===== src/rtl/hot_swap_pkg.sv =====
// hot_swap_pkg: register map, field positions, modes and state types for the fault sequencer.
// assumes one 25 MHz clock domain; the command engine outside resolves register codes.
package hot_swap_pkg;

   // register codes as seen by the command engine
   localparam logic [7:0] summary_status_adr = 8'h79;
   localparam logic [7:0] input_fault_status_adr = 8'h7c;
   localparam logic [7:0] vendor_fault_status_adr = 8'h80;
   localparam logic [7:0] alert_suppress_adr = 8'hd8;
   localparam logic [7:0] protection_setup_adr = 8'hd9;
   localparam logic [7:0] diag_summary_adr = 8'he1;

   // reset values of the writable registers
   localparam logic [15:0] alert_suppress_rst = 16'h0000;
   localparam logic [7:0] protection_setup_rst = 8'h00;

   // protection_setup fields
   localparam int ps_cl_ovr = 7;
   localparam int ps_cl_val = 6;
   localparam int ps_cb_ovr = 5;
   localparam int ps_cb_val = 4;
   localparam int ps_retry_lo = 1;

   // retry codes: 0 follows the pin
   localparam logic [2:0] retry_pin = 3'h0;
   localparam logic [2:0] retry_inf = 3'h7;

   // alert_suppress fields
   localparam int as_breaker = 0;
   localparam int as_overcur = 1;
   localparam int as_undervolt = 2;

   // status field positions
   localparam int vf_breaker = 0;
   localparam int if_overcur = 1;
   localparam int if_undervolt = 4;
   localparam int sw_input = 13;
   localparam int dg_breaker = 0;
   localparam int dg_overcur = 1;
   localparam int dg_supply_low = 2;
   localparam int dg_latched = 3;

   // number of full high-to-mid timer cycles before the final ramp
   localparam logic [2:0] retry_cycles = 3'h7;

   typedef enum logic [6:0] {
      st_por = 7'h01,
      st_insert = 7'h02,
      st_uv_off = 7'h04,
      st_on = 7'h08,
      st_limit = 7'h10,
      st_latched = 7'h20,
      st_retry = 7'h40
   } seq_state_t;

   typedef enum logic [1:0] {
      gate_strong_pd = 2'h0,
      gate_weak_pd = 2'h1,
      gate_source = 2'h2,
      gate_regulate = 2'h3
   } gate_mode_t;

   typedef enum logic [2:0] {
      tmr_ground = 3'h0,
      tmr_insert_chg = 3'h1,
      tmr_fault_chg = 3'h2,
      tmr_fast_dis = 3'h3,
      tmr_small_dis = 3'h4
   } timer_mode_t;

   // comparator results and strap pins, all asynchronous to clk
   typedef struct packed {
      logic over_limit;
      logic over_breaker;
      logic over_power;
      logic timer_hi;
      logic timer_mid;
      logic timer_lo;
      logic uv_ok;
      logic limit_select_pin;
      logic breaker_select_pin;
      logic retry_pin_n;
   } analog_in_t;

   // drive selects to the analog front end
   typedef struct packed {
      gate_mode_t gate;
      timer_mode_t timer;
      logic uv_hyst_en;
      logic ov_src_en;
      logic cl_high;
      logic cb_high;
   } drive_t;

endpackage : hot_swap_pkg


===== src/rtl/sync_bank.sv =====
// sync_bank: two-flop synchronisers for a bank of asynchronous levels.
// assumes inputs are slow levels; each bit is synchronised on its own.
`timescale 1ns/100ps
module sync_bank
#(
   parameter int width = 8
)
(
   input wire logic clk,
   input wire logic rst_b,
   input wire logic [width-1:0] async_in,
   output logic [width-1:0] sync_out
);

   typedef struct packed {
      logic [width-1:0] meta;
      logic [width-1:0] stable;
   } sync_state_t;

   sync_state_t s_q, s_d;

   // first stage is read only by the second
   always_comb
   begin
      s_d.meta = async_in;
      s_d.stable = s_q.meta;
   end

   always_ff @(posedge clk)
   begin
      if (!rst_b)
         s_q <= '0;
      else
         s_q <= s_d;
   end

   assign sync_out = s_q.stable;

endmodule : sync_bank


===== src/rtl/hot_swap_fault_sequencer.sv =====
// hot_swap_fault_sequencer: breaker, limit timer, latch/retry restart and lockout logic.
// assumes analog comparators and strap pins arrive asynchronously; a command engine
// outside presents register codes with a write strobe and reads reg_rdata one cycle later.
`timescale 1ns/100ps
module hot_swap_fault_sequencer
   import hot_swap_pkg::*;
(
   input wire logic clk,
   input wire logic rst_b,
   input analog_in_t analog_in,
   input wire logic [7:0] reg_addr,
   input wire logic reg_wr,
   input wire logic [15:0] reg_wdata,
   input wire logic clear_faults,
   output logic [15:0] reg_rdata,
   output drive_t drive,
   output logic alert_n
);

   // retry budget decode: {unlimited, count}
   function automatic logic [5:0] retry_budget(input logic [2:0] code, input logic pin_n);
      logic [5:0] b;
      b = '0;
      unique case (code)
         retry_pin: b = pin_n ? 6'h00 : 6'h20;
         3'h1: b = 6'h00;
         3'h2: b = 6'h01;
         3'h3: b = 6'h02;
         3'h4: b = 6'h04;
         3'h5: b = 6'h08;
         3'h6: b = 6'h10;
         retry_inf: b = 6'h20;
      endcase
      return b;
   endfunction : retry_budget

   // strap pin unless the setup register overrides it; shared by limit and breaker selects
   function automatic logic strap_pick(input logic ovr_en, input logic ovr_val, input logic pin);
      logic r;
      r = pin;
      if (ovr_en)
         r = ovr_val;
      return r;
   endfunction : strap_pick

   typedef struct packed {
      seq_state_t state;
      logic insert_done;
      logic falling;
      logic [2:0] cycles;
      logic [4:0] retries;
      logic breaker_flag;
      logic overcur_flag;
      logic undervolt_flag;
      logic [15:0] suppress;
      logic [7:0] setup;
      logic [15:0] rdata;
      drive_t drv;
      logic alert_n;
   } core_state_t;

   core_state_t s_q, s_d;
   analog_in_t in_s;
   logic [9:0] in_bits;

   // comparators cross into clk before the sequencer sees them
   sync_bank #(.width(10)) u_sync
   (
      .clk(clk),
      .rst_b(rst_b),
      .async_in(analog_in),
      .sync_out(in_bits)
   );
   assign in_s = analog_in_t'(in_bits);

   // sequencer, flags and register file
   always_comb
   begin
      logic limiting;
      logic [5:0] budget;
      logic may_retry;
      logic latched;
      logic [15:0] sw;
      logic [15:0] dg;
      logic [7:0] inp;
      logic [7:0] vf;
      limiting = in_s.over_limit | in_s.over_power | in_s.over_breaker;
      budget = retry_budget(s_q.setup[ps_retry_lo +: 3], in_s.retry_pin_n);
      may_retry = budget[5] | (s_q.retries < budget[4:0]);
      // locals given values up front so no path leaves them stale
      latched = 1'b0;
      sw = '0;
      dg = '0;
      inp = '0;
      vf = '0;
      s_d = s_q;

      // clear first so that a same-cycle event below wins
      if (clear_faults)
      begin
         s_d.breaker_flag = 1'b0;
         s_d.overcur_flag = 1'b0;
         s_d.undervolt_flag = 1'b0;
      end

      // state walk:
      //   st_por     timer grounded, gate pulled hard until the timer reads empty
      //   st_insert  insertion delay on the timer, gate held by the weak pull-down
      //   st_uv_off  waiting for the lockout input to clear
      //   st_on      gate source on, watching the limit comparators
      //   st_limit   limiting or breaker tripped, fault timer charging
      //   st_latched off until an enable pulse with the timer drained
      //   st_retry   timer cycling between upper and middle levels before the retry
      unique case (s_q.state)
         st_por:
            // timer held at ground until it reads empty
            if (in_s.timer_lo)
               s_d.state = st_insert;
         st_insert:
            if (in_s.timer_hi)
            begin
               s_d.insert_done = 1'b1;
               s_d.state = in_s.uv_ok ? st_on : st_uv_off;
            end
         st_uv_off:
            if (in_s.uv_ok && s_q.insert_done)
               s_d.state = st_on;
         st_on:
            if (limiting)
               s_d.state = st_limit;
         st_limit:
            if (in_s.timer_hi)
            begin
               s_d.overcur_flag = 1'b1;
               s_d.falling = 1'b1;
               s_d.cycles = '0;
               s_d.state = may_retry ? st_retry : st_latched;
            end
            else if (!limiting)
               s_d.state = st_on;
         st_latched:
            // enable pulse honoured only with the timer drained
            if (!in_s.uv_ok && in_s.timer_lo)
            begin
               s_d.retries = '0;
               s_d.state = st_uv_off;
            end
         st_retry:
            if (s_q.falling)
            begin
               if (s_q.cycles == retry_cycles && in_s.timer_lo)
               begin
                  s_d.retries = s_q.retries + 5'h01; // held, not counted, in unlimited use
                  if (budget[5])
                     s_d.retries = s_q.retries;
                  s_d.state = st_on;
               end
               else if (s_q.cycles != retry_cycles && in_s.timer_mid)
                  s_d.falling = 1'b0;
            end
            else if (in_s.timer_hi)
            begin
               s_d.falling = 1'b1;
               s_d.cycles = s_q.cycles + 3'h1;
            end
         default:
            s_d.state = st_por;
      endcase

      // lockout overrides only st_on, st_limit and st_retry, not power-up, insertion or the latch
      if (!in_s.uv_ok && (s_d.state == st_on || s_d.state == st_limit
                          || s_d.state == st_retry))
      begin
         s_d.state = st_uv_off;
         s_d.retries = '0;
      end

      // breaker event flag
      if (in_s.over_breaker && (s_q.state == st_on || s_q.state == st_limit))
         s_d.breaker_flag = 1'b1;
      // under-voltage counts only once powered up
      if (!in_s.uv_ok && s_q.insert_done && s_q.state != st_latched)
         s_d.undervolt_flag = 1'b1;

      latched = (s_d.state == st_latched);

      // drive selects, registered with the state
      s_d.drv.uv_hyst_en = !in_s.uv_ok;
      s_d.drv.ov_src_en = 1'b0; // over-voltage response lives elsewhere
      s_d.drv.cl_high = strap_pick(s_q.setup[ps_cl_ovr], s_q.setup[ps_cl_val],
                                   in_s.limit_select_pin);
      s_d.drv.cb_high = strap_pick(s_q.setup[ps_cb_ovr], s_q.setup[ps_cb_val],
                                   in_s.breaker_select_pin);
      s_d.drv.gate = gate_weak_pd;
      s_d.drv.timer = tmr_fast_dis;
      unique case (s_d.state)
         st_por:
         begin
            s_d.drv.gate = gate_strong_pd;
            s_d.drv.timer = tmr_ground;
         end
         st_insert:
            s_d.drv.timer = tmr_insert_chg;
         st_on:
            s_d.drv.gate = gate_source;
         st_limit:
         begin
            // strong pull-down only while above breaker level
            s_d.drv.gate = in_s.over_breaker ? gate_strong_pd : gate_regulate;
            s_d.drv.timer = tmr_fault_chg;
         end
         st_latched:
            s_d.drv.timer = tmr_small_dis;
         st_retry:
            s_d.drv.timer = s_d.falling ? tmr_small_dis : tmr_fault_chg;
         default:
            s_d.drv.timer = tmr_fast_dis;
      endcase

      // register writes; codes of read-only words fall through untouched,
      // so a stray write from the command engine cannot fake or hide a flag.
      // the written value shows on reg_rdata at the very next edge.
      if (reg_wr)
      begin
         if (reg_addr == alert_suppress_adr)
            s_d.suppress = reg_wdata;
         if (reg_addr == protection_setup_adr)
            s_d.setup = reg_wdata[7:0];
      end

      // status words from the next-cycle flags; built from s_d so a read
      // in the cycle of an event already reports it
      vf = '0;
      vf[vf_breaker] = s_d.breaker_flag;
      inp = '0;
      inp[if_overcur] = s_d.overcur_flag;
      inp[if_undervolt] = s_d.undervolt_flag;
      sw = '0;
      sw[sw_input] = s_d.overcur_flag | s_d.undervolt_flag;
      dg = '0;
      dg[dg_breaker] = s_d.breaker_flag;
      dg[dg_overcur] = s_d.overcur_flag;
      dg[dg_supply_low] = s_d.undervolt_flag;
      dg[dg_latched] = latched;

      unique case (reg_addr)
         summary_status_adr: s_d.rdata = sw;
         input_fault_status_adr: s_d.rdata = {8'h00, inp};
         vendor_fault_status_adr: s_d.rdata = {8'h00, vf};
         alert_suppress_adr: s_d.rdata = s_d.suppress;
         protection_setup_adr: s_d.rdata = {8'h00, s_d.setup};
         diag_summary_adr: s_d.rdata = dg;
         default: s_d.rdata = 16'h0000;
      endcase

      // alert is low while any unsuppressed flag stands
      s_d.alert_n = !((s_d.breaker_flag & !s_d.suppress[as_breaker])
                      | (s_d.overcur_flag & !s_d.suppress[as_overcur])
                      | (s_d.undervolt_flag & !s_d.suppress[as_undervolt]));
   end

   // one register stage for all state and outputs; every output leaves a flop,
   // which costs one cycle of latency but keeps the analog selects glitch free
   always_ff @(posedge clk)
   begin
      if (!rst_b)
      begin
         s_q <= '0;
         s_q.state <= st_por;
         s_q.suppress <= alert_suppress_rst;
         s_q.setup <= protection_setup_rst;
         s_q.drv.gate <= gate_strong_pd;
         s_q.drv.timer <= tmr_ground;
         s_q.drv.uv_hyst_en <= 1'b1;
         s_q.alert_n <= 1'b1;
      end
      else
         s_q <= s_d;
   end

   assign reg_rdata = s_q.rdata;
   assign drive = s_q.drv;
   assign alert_n = s_q.alert_n;

endmodule : hot_swap_fault_sequencer


===== config.mk =====
export PLATFORM = sky130hd
export DESIGN_NAME = hot_swap_fault_sequencer
export DESIGN_NICKNAME = d
export VERILOG_FILES = /design/src/rtl/hot_swap_pkg.sv /design/src/rtl/sync_bank.sv /design/src/rtl/hot_swap_fault_sequencer.sv
export SDC_FILE = /design/constraint.sdc
export NUM_CORES = 1
export LEC_CHECK = 0
export BUFFER_PORTS_ARGS = -buffer_cell sky130_fd_sc_hd__buf_2
export CAP_MARGIN = 0
export CORE_ASPECT_RATIO = 0.7
export CORE_MARGIN = 2
export CORE_UTILIZATION = 58
export CTS_BUF_LIST = sky130_fd_sc_hd__clkbuf_8
export CTS_CLUSTER_DIAMETER = 30
export DETAILED_ROUTE_END_ITERATION = 8
export HOLD_SLACK_MARGIN = 0.06
export PLACE_DENSITY = 0.81
export SYNTH_ARGS = -nofsm -noshare
export SYNTH_HDL_FRONTEND = slang
export SYNTH_SLANG_ARGS = --single-unit

===== constraint.sdc =====
create_clock -name clk -period 4.1 [get_ports clk]
set_clock_uncertainty 0.1 [all_clocks]
set_input_delay 0.205 -clock clk [delete_from_list [all_inputs] [get_ports clk]]
set_output_delay 0.205 -clock clk [all_outputs]
set_load 0.02 [all_outputs]

* Word level (Yosys, flattened, before mapping)
Index checks and enable logic that the tools add are counted.
W data, S select, Z words.
** Storage, ports and cells
- Register bits :: 90
- Input port bits :: 38
- Output and inout port bits :: 26
- Word-level logic and storage cells :: 137
** Operators by class
- $add $sub $neg :: 2
- $lt $le $gt $ge :: 1
- Equality and inequality tests :: 39
- Mux-type cells :: 42
- Bitwise logic cells :: 10
- Reductions and logical operators :: 23
** Operators with widths (number)
- $pmux W16 S6 :: 1
- $mux W7 :: 10
- $pmux W7 S7 :: 1
- $pmux W6 S8 :: 1
- $eq A8 B8 Y1 const B :: 4
- $mux W24 :: 1
- $eq A7 B4 Y1 const B :: 3
- $eq A7 B5 Y1 const B :: 3
- $eq A7 B7 Y1 const B :: 3
- $mux W5 :: 4
- $eq A8 B7 Y1 const B :: 2
- $mux W16 :: 1
- $mux W8 :: 2
- $eq A3 B3 Y1 const B :: 5
- $pmux W3 S5 :: 1
- $eq A7 B1 Y1 const B :: 2
- $eq A7 B2 Y1 const B :: 2
- $eq A7 B6 Y1 const B :: 2
- $mux W4 :: 3
- $ne A2 B2 Y1 const B :: 5
- $pmux W5 S2 :: 1
- $mux W1 :: 9
- $mux W3 :: 3
- $logic_and A1 B1 Y1 :: 8
- other kinds (24) :: 40

* Depth between registers and ports, before layout
- Word-level depth :: 14
- Gate-level depth with buffers :: 10
- Gate-level depth less buffers :: 9

* Hierarchy
A second synthesis with hierarchy kept.
** Unflattened totals
- Cell total of the unflattened synthesis :: 448
- Area total of the unflattened synthesis :: 4091.4 um2
** By module, submodules not included
- hot_swap_fault_sequencer :: times used 1, cells an instance 406, area each 3529.6 um2, sequential area each 1381.3 um2
- sync_bank :: times used 1, cells an instance 42, area each 561.8 um2, sequential area each 400.4 um2

* Least setup slack after synthesis
Ideal clock, no wire load.
- Path kind :: flip-flop to flip-flop
- Start point :: register s_q[29] in the netlist's numbering
- End point :: register s_q, in the netlist drive[5]
- Library setup time :: 120 ps
- Arrival time :: 2365 ps
- Required time :: 3880 ps
- Setup slack :: 1516 ps
- Stages on the path, launching flop included :: 11
- Path buffers :: 1
- Clock period less this slack :: 2584 ps
- Cell sequence :: dfxtp_1 clkbuf_1 or3b_2 ha_1 nand4_1 o21ai_0 o21ai_0 o21ai_0 nand3b_4 nand2_1 o31a_1
** Between the ends
- Cells in the longest elaborated chain, start to end :: 14
- Elaborated cells on any way between the ends :: 27
- Classes of those cells :: order compare: 1; eq/ne: 15; mux: 6; bitwise: 1; reduce/logical: 4
** Ends and longest elaborated chain
- from (decl) :: line hot_swap_fault_sequencer.sv:62 : core_state_t s_q, s_d;
- $eq A3 B3 Y1 (tied with other cells) :: line hot_swap_fault_sequencer.sv:24 : unique case (code)
- $pmux W6 S8 (*) :: line hot_swap_fault_sequencer.sv:24
- $lt A5 B5 Y1 :: line hot_swap_fault_sequencer.sv:89 : may_retry = budget[5] | (s_q.retries < budget[4:0]);
- $or A1 B1 Y1 (*) :: line hot_swap_fault_sequencer.sv:89
- $mux W7 (*) :: line hot_swap_fault_sequencer.sv:137 : s_d.state = may_retry ? st_retry : st_latched;
- $mux W7 (*) :: line hot_swap_fault_sequencer.sv:132 : if (in_s.timer_hi)
- $pmux W7 S7 (*) :: line hot_swap_fault_sequencer.sv:114 : unique case (s_q.state)
- $eq A7 B4 Y1 or $eq A7 B5 Y1 (tied branches) :: line hot_swap_fault_sequencer.sv:171 : if (!in_s.uv_ok && (s_d.state == st_on || s_d.state == st_limit
- $logic_or A1 B1 Y1 :: line hot_swap_fault_sequencer.sv:171
- $logic_or A1 B1 Y1 :: line hot_swap_fault_sequencer.sv:172 : || s_d.state == st_retry))
- $logic_and A1 B1 Y1 :: line hot_swap_fault_sequencer.sv:171
- $mux W7 (*) :: line hot_swap_fault_sequencer.sv:171
- $eq A7 B7 Y1 (tied with other cells) :: line hot_swap_fault_sequencer.sv:196 : unique case (s_d.state)
- $pmux W3 S5 (*) :: line hot_swap_fault_sequencer.sv:196
Mark *: on every way between the ends. The rest lies on a longest branch, timed or not.
A chain may end at the register's enable or synchronous reset.

* Worst setup path in the final report
Same ends and word-level chain as after synthesis.

==> flow_summary.ini <==
[critical_path]
critPathKind = flop to flop
ff2ff_path_depth = 9
r2r-start = s_q[29]
r2r_end = drive[5]
worstSetupStartpointType = flop
critPathMaxFanout = 9
regToRegSetupSlack_ns = 1.17
cp.arrival_ns = 3.08
cp-end-kind = flop
cp_data_required_time_ns = 4.25

[layout]
drive_gt1_frac = 0.180
final_util = 0.688
final_cell_mix = 89 x dfxtp_1, 62 x buf_2, 52 x nor2_1
syn2layout_area_growth_pct = 14.4
num_antenna_cells = 0
layout_commonest_cell = dfxtp_1
nets = 550

[grt]
grt_pass1_wl_um = 14500
grt_max_degree = 40
grt_overflow = 0
antenna_found_initial = 0
track_usage = 0.239
grt_pass1_vias = 2967

[logic_synthesis]
ys_ff_latch = 89
synth.distinct_cells = 61
yosys_warnings = 0
yosysTopAreaCellShare = 0.437
synthAdderAreaFrac = 0.0215
netlist_area_um2 = 4080
yosys-top-cells-area = dfxtp_1 44%, mux2i_1 6.6%, nor2_1 4.8%
synth_compound_area_frac = 0.120
synth_top_family_by_area = simple AND/OR/NAND/NOR gates
synth_area_per_cell_um2 = 8.93
synthXorXnorAreaFrac = 0.0129
syn_inst = 457
synth_simple_gate_area_frac = 0.262
yosys_most_used_dff = dfxtp_1
synth_mux_area_frac = 0.0662
synth_area_leader_cell = dfxtp_1
synth_nets = 502
synthArstFlopShare = 0
yosysSeqAreaShare = 0.437
synth_edf_count = 0

[floorplan]
die_h_um = 74.2
rows = 25
pin_count = 64
die_area_um2 = 7730
fp.dieW_um = 104
core_um2 = 6790
initial_core_util = 0.601

[min_path]
hold-path-endpoint = reg_rdata[13]
hold_path_class = primary input to flop
whs_path_depth = 4
min_from = reg_addr[1]

[drt]
dr.first_iter.drc_count = 216
first_pass_iters = 6
drc = 0
via_per_inst = 5.60
vias = 3381
ant_nets = 0
wl_per_cell_um = 15.0
wl_um = 9050

[job]
cap_violations = 0

[run_status]
status = completed

[timing]
timing.fmax_mhz = 342
whs_ns = 0.170
period_share = 0.714
post-route-min-period_ns = 2.93
setup_tns_ns = 0
tightest_slew_ns = 1.16
hold_violations = 0
relSlewSlack = 0.228
rsz0062_at_grt = no
layout_setup_ws_ns = 1.17
setup_viol = 0
maxSlewViolCount = 0

[placement]
dp_slack_ns = 1.27
place_hpwl_um = 6350
io_buffers = 62
gp_congestion = 0.937

[cts]
max-clock-path-buffers = 2
cts_tree = built
clk_pin_slew_ns = 0.09
htree_levels = 3
post_cts_resized = 0
cts_buffers = 9
root_buffer = clkbuf_8
insertion_delay_ns = 0.36
clock-sinks = 89

[pwr]
leakagePower_nw = 2.03
total_power_mw = 1.83
powerDensity_nw_per_um2 = 392
peakVddDrop_mv = 0.215
==> what timing repair did <==
item | in CTS | in global routing
hold endpoints to repair | 43 | 0
hold buffers | 26 | 0
setup buffers | 0 | 0
==> cell type report <==
cell class	instances	area, µm²
flip-flops and latches	89	1780
multi-input cells	311	1970
inverters	6	22.5
clock inverters	7	78.8
clock buffers	9	124
repair buffers	88	571
fillers	545	2120
well taps	94	118
==> report_power, final <==
group,total [mW],internal (mW),switching [mW]
clock network,0.592,0.245,0.347
registers,0.934,0.894,0.0397
logic,0.305,0.123,0.182
==> worst max-delay path: stages, from the launching register on <==
cell and delay, ns:
dfxtp_1 0.48, or3b_2 0.48, ha_1 0.31, nand4_1 0.09, o21ai_0 0.18, o21ai_0 0.13
o21ai_0 0.43, nand3b_4 0.24, nand2_1 0.07, o31a_1 0.32
==> synth_stat cells (6+ instances only) <==
cell type	instances
dfxtp_1	89
nor2_1	52
nand2_1	42
mux2i_1	27
and2_1	26
buf_4	25
a21oi_1	23
clkbuf_1	21
o21ai_0	15
nand3_1	10
nor3_1	10
ha_1	7
nand3b_1	7
nand4_1	7
and3_1	6
inv_1	6
nor2b_1	6
==> logic make-up after synthesis <==
group,Yosys count
xor+xnor,6
simple gates,197
flops,89
buf+inv,57
other cells,1
fa+ha+maj,7
compound gates,73
mux,27
==> how the worst max path moves through the flow <==
stage / startpoint / to / slack, ns / depth (start not counted)
floorplan: s_q[29] / drive[5] / 1.52 / 10
global placement: s_q[29] / drive[5] / 1.49 / 9
detailed placement: s_q[29] / drive[5] / 1.27 / 9
CTS: s_q[29] / drive[5] / 1.21 / 9
global route: s_q[29] / s_q[54] / 1.01 / 9
finish: s_q[29] / drive[5] / 1.17 / 9
==> metrics by stage <==
stage,cell area (µm²),instances
floorplan,4080,457
global placement,4210,562
detailed placement,4210,562
CTS,4670,604
global route,4670,604
finish,4670,604
==> sequential cells by signal, summed over array words and instances, names as in the netlist <==
register / flops
alert_n: 1
s_q: 44
u_sync.sync_out: 10
u_sync.s_d: 10
reg_rdata: 16
drive: 8
==> layer usage <==
metal / share of wire / GRT usage / wire length [µm]
met1: 0.47 / 0.329 / 4220
met2: 0.43 / 0.357 / 3870
met3: 0.10 / 0.0806 / 906
met4: 0.0065 / 0.0766 / 59
met5: 0 / 0 / 0
Note: power is estimated with default switching activity, not from simulation.
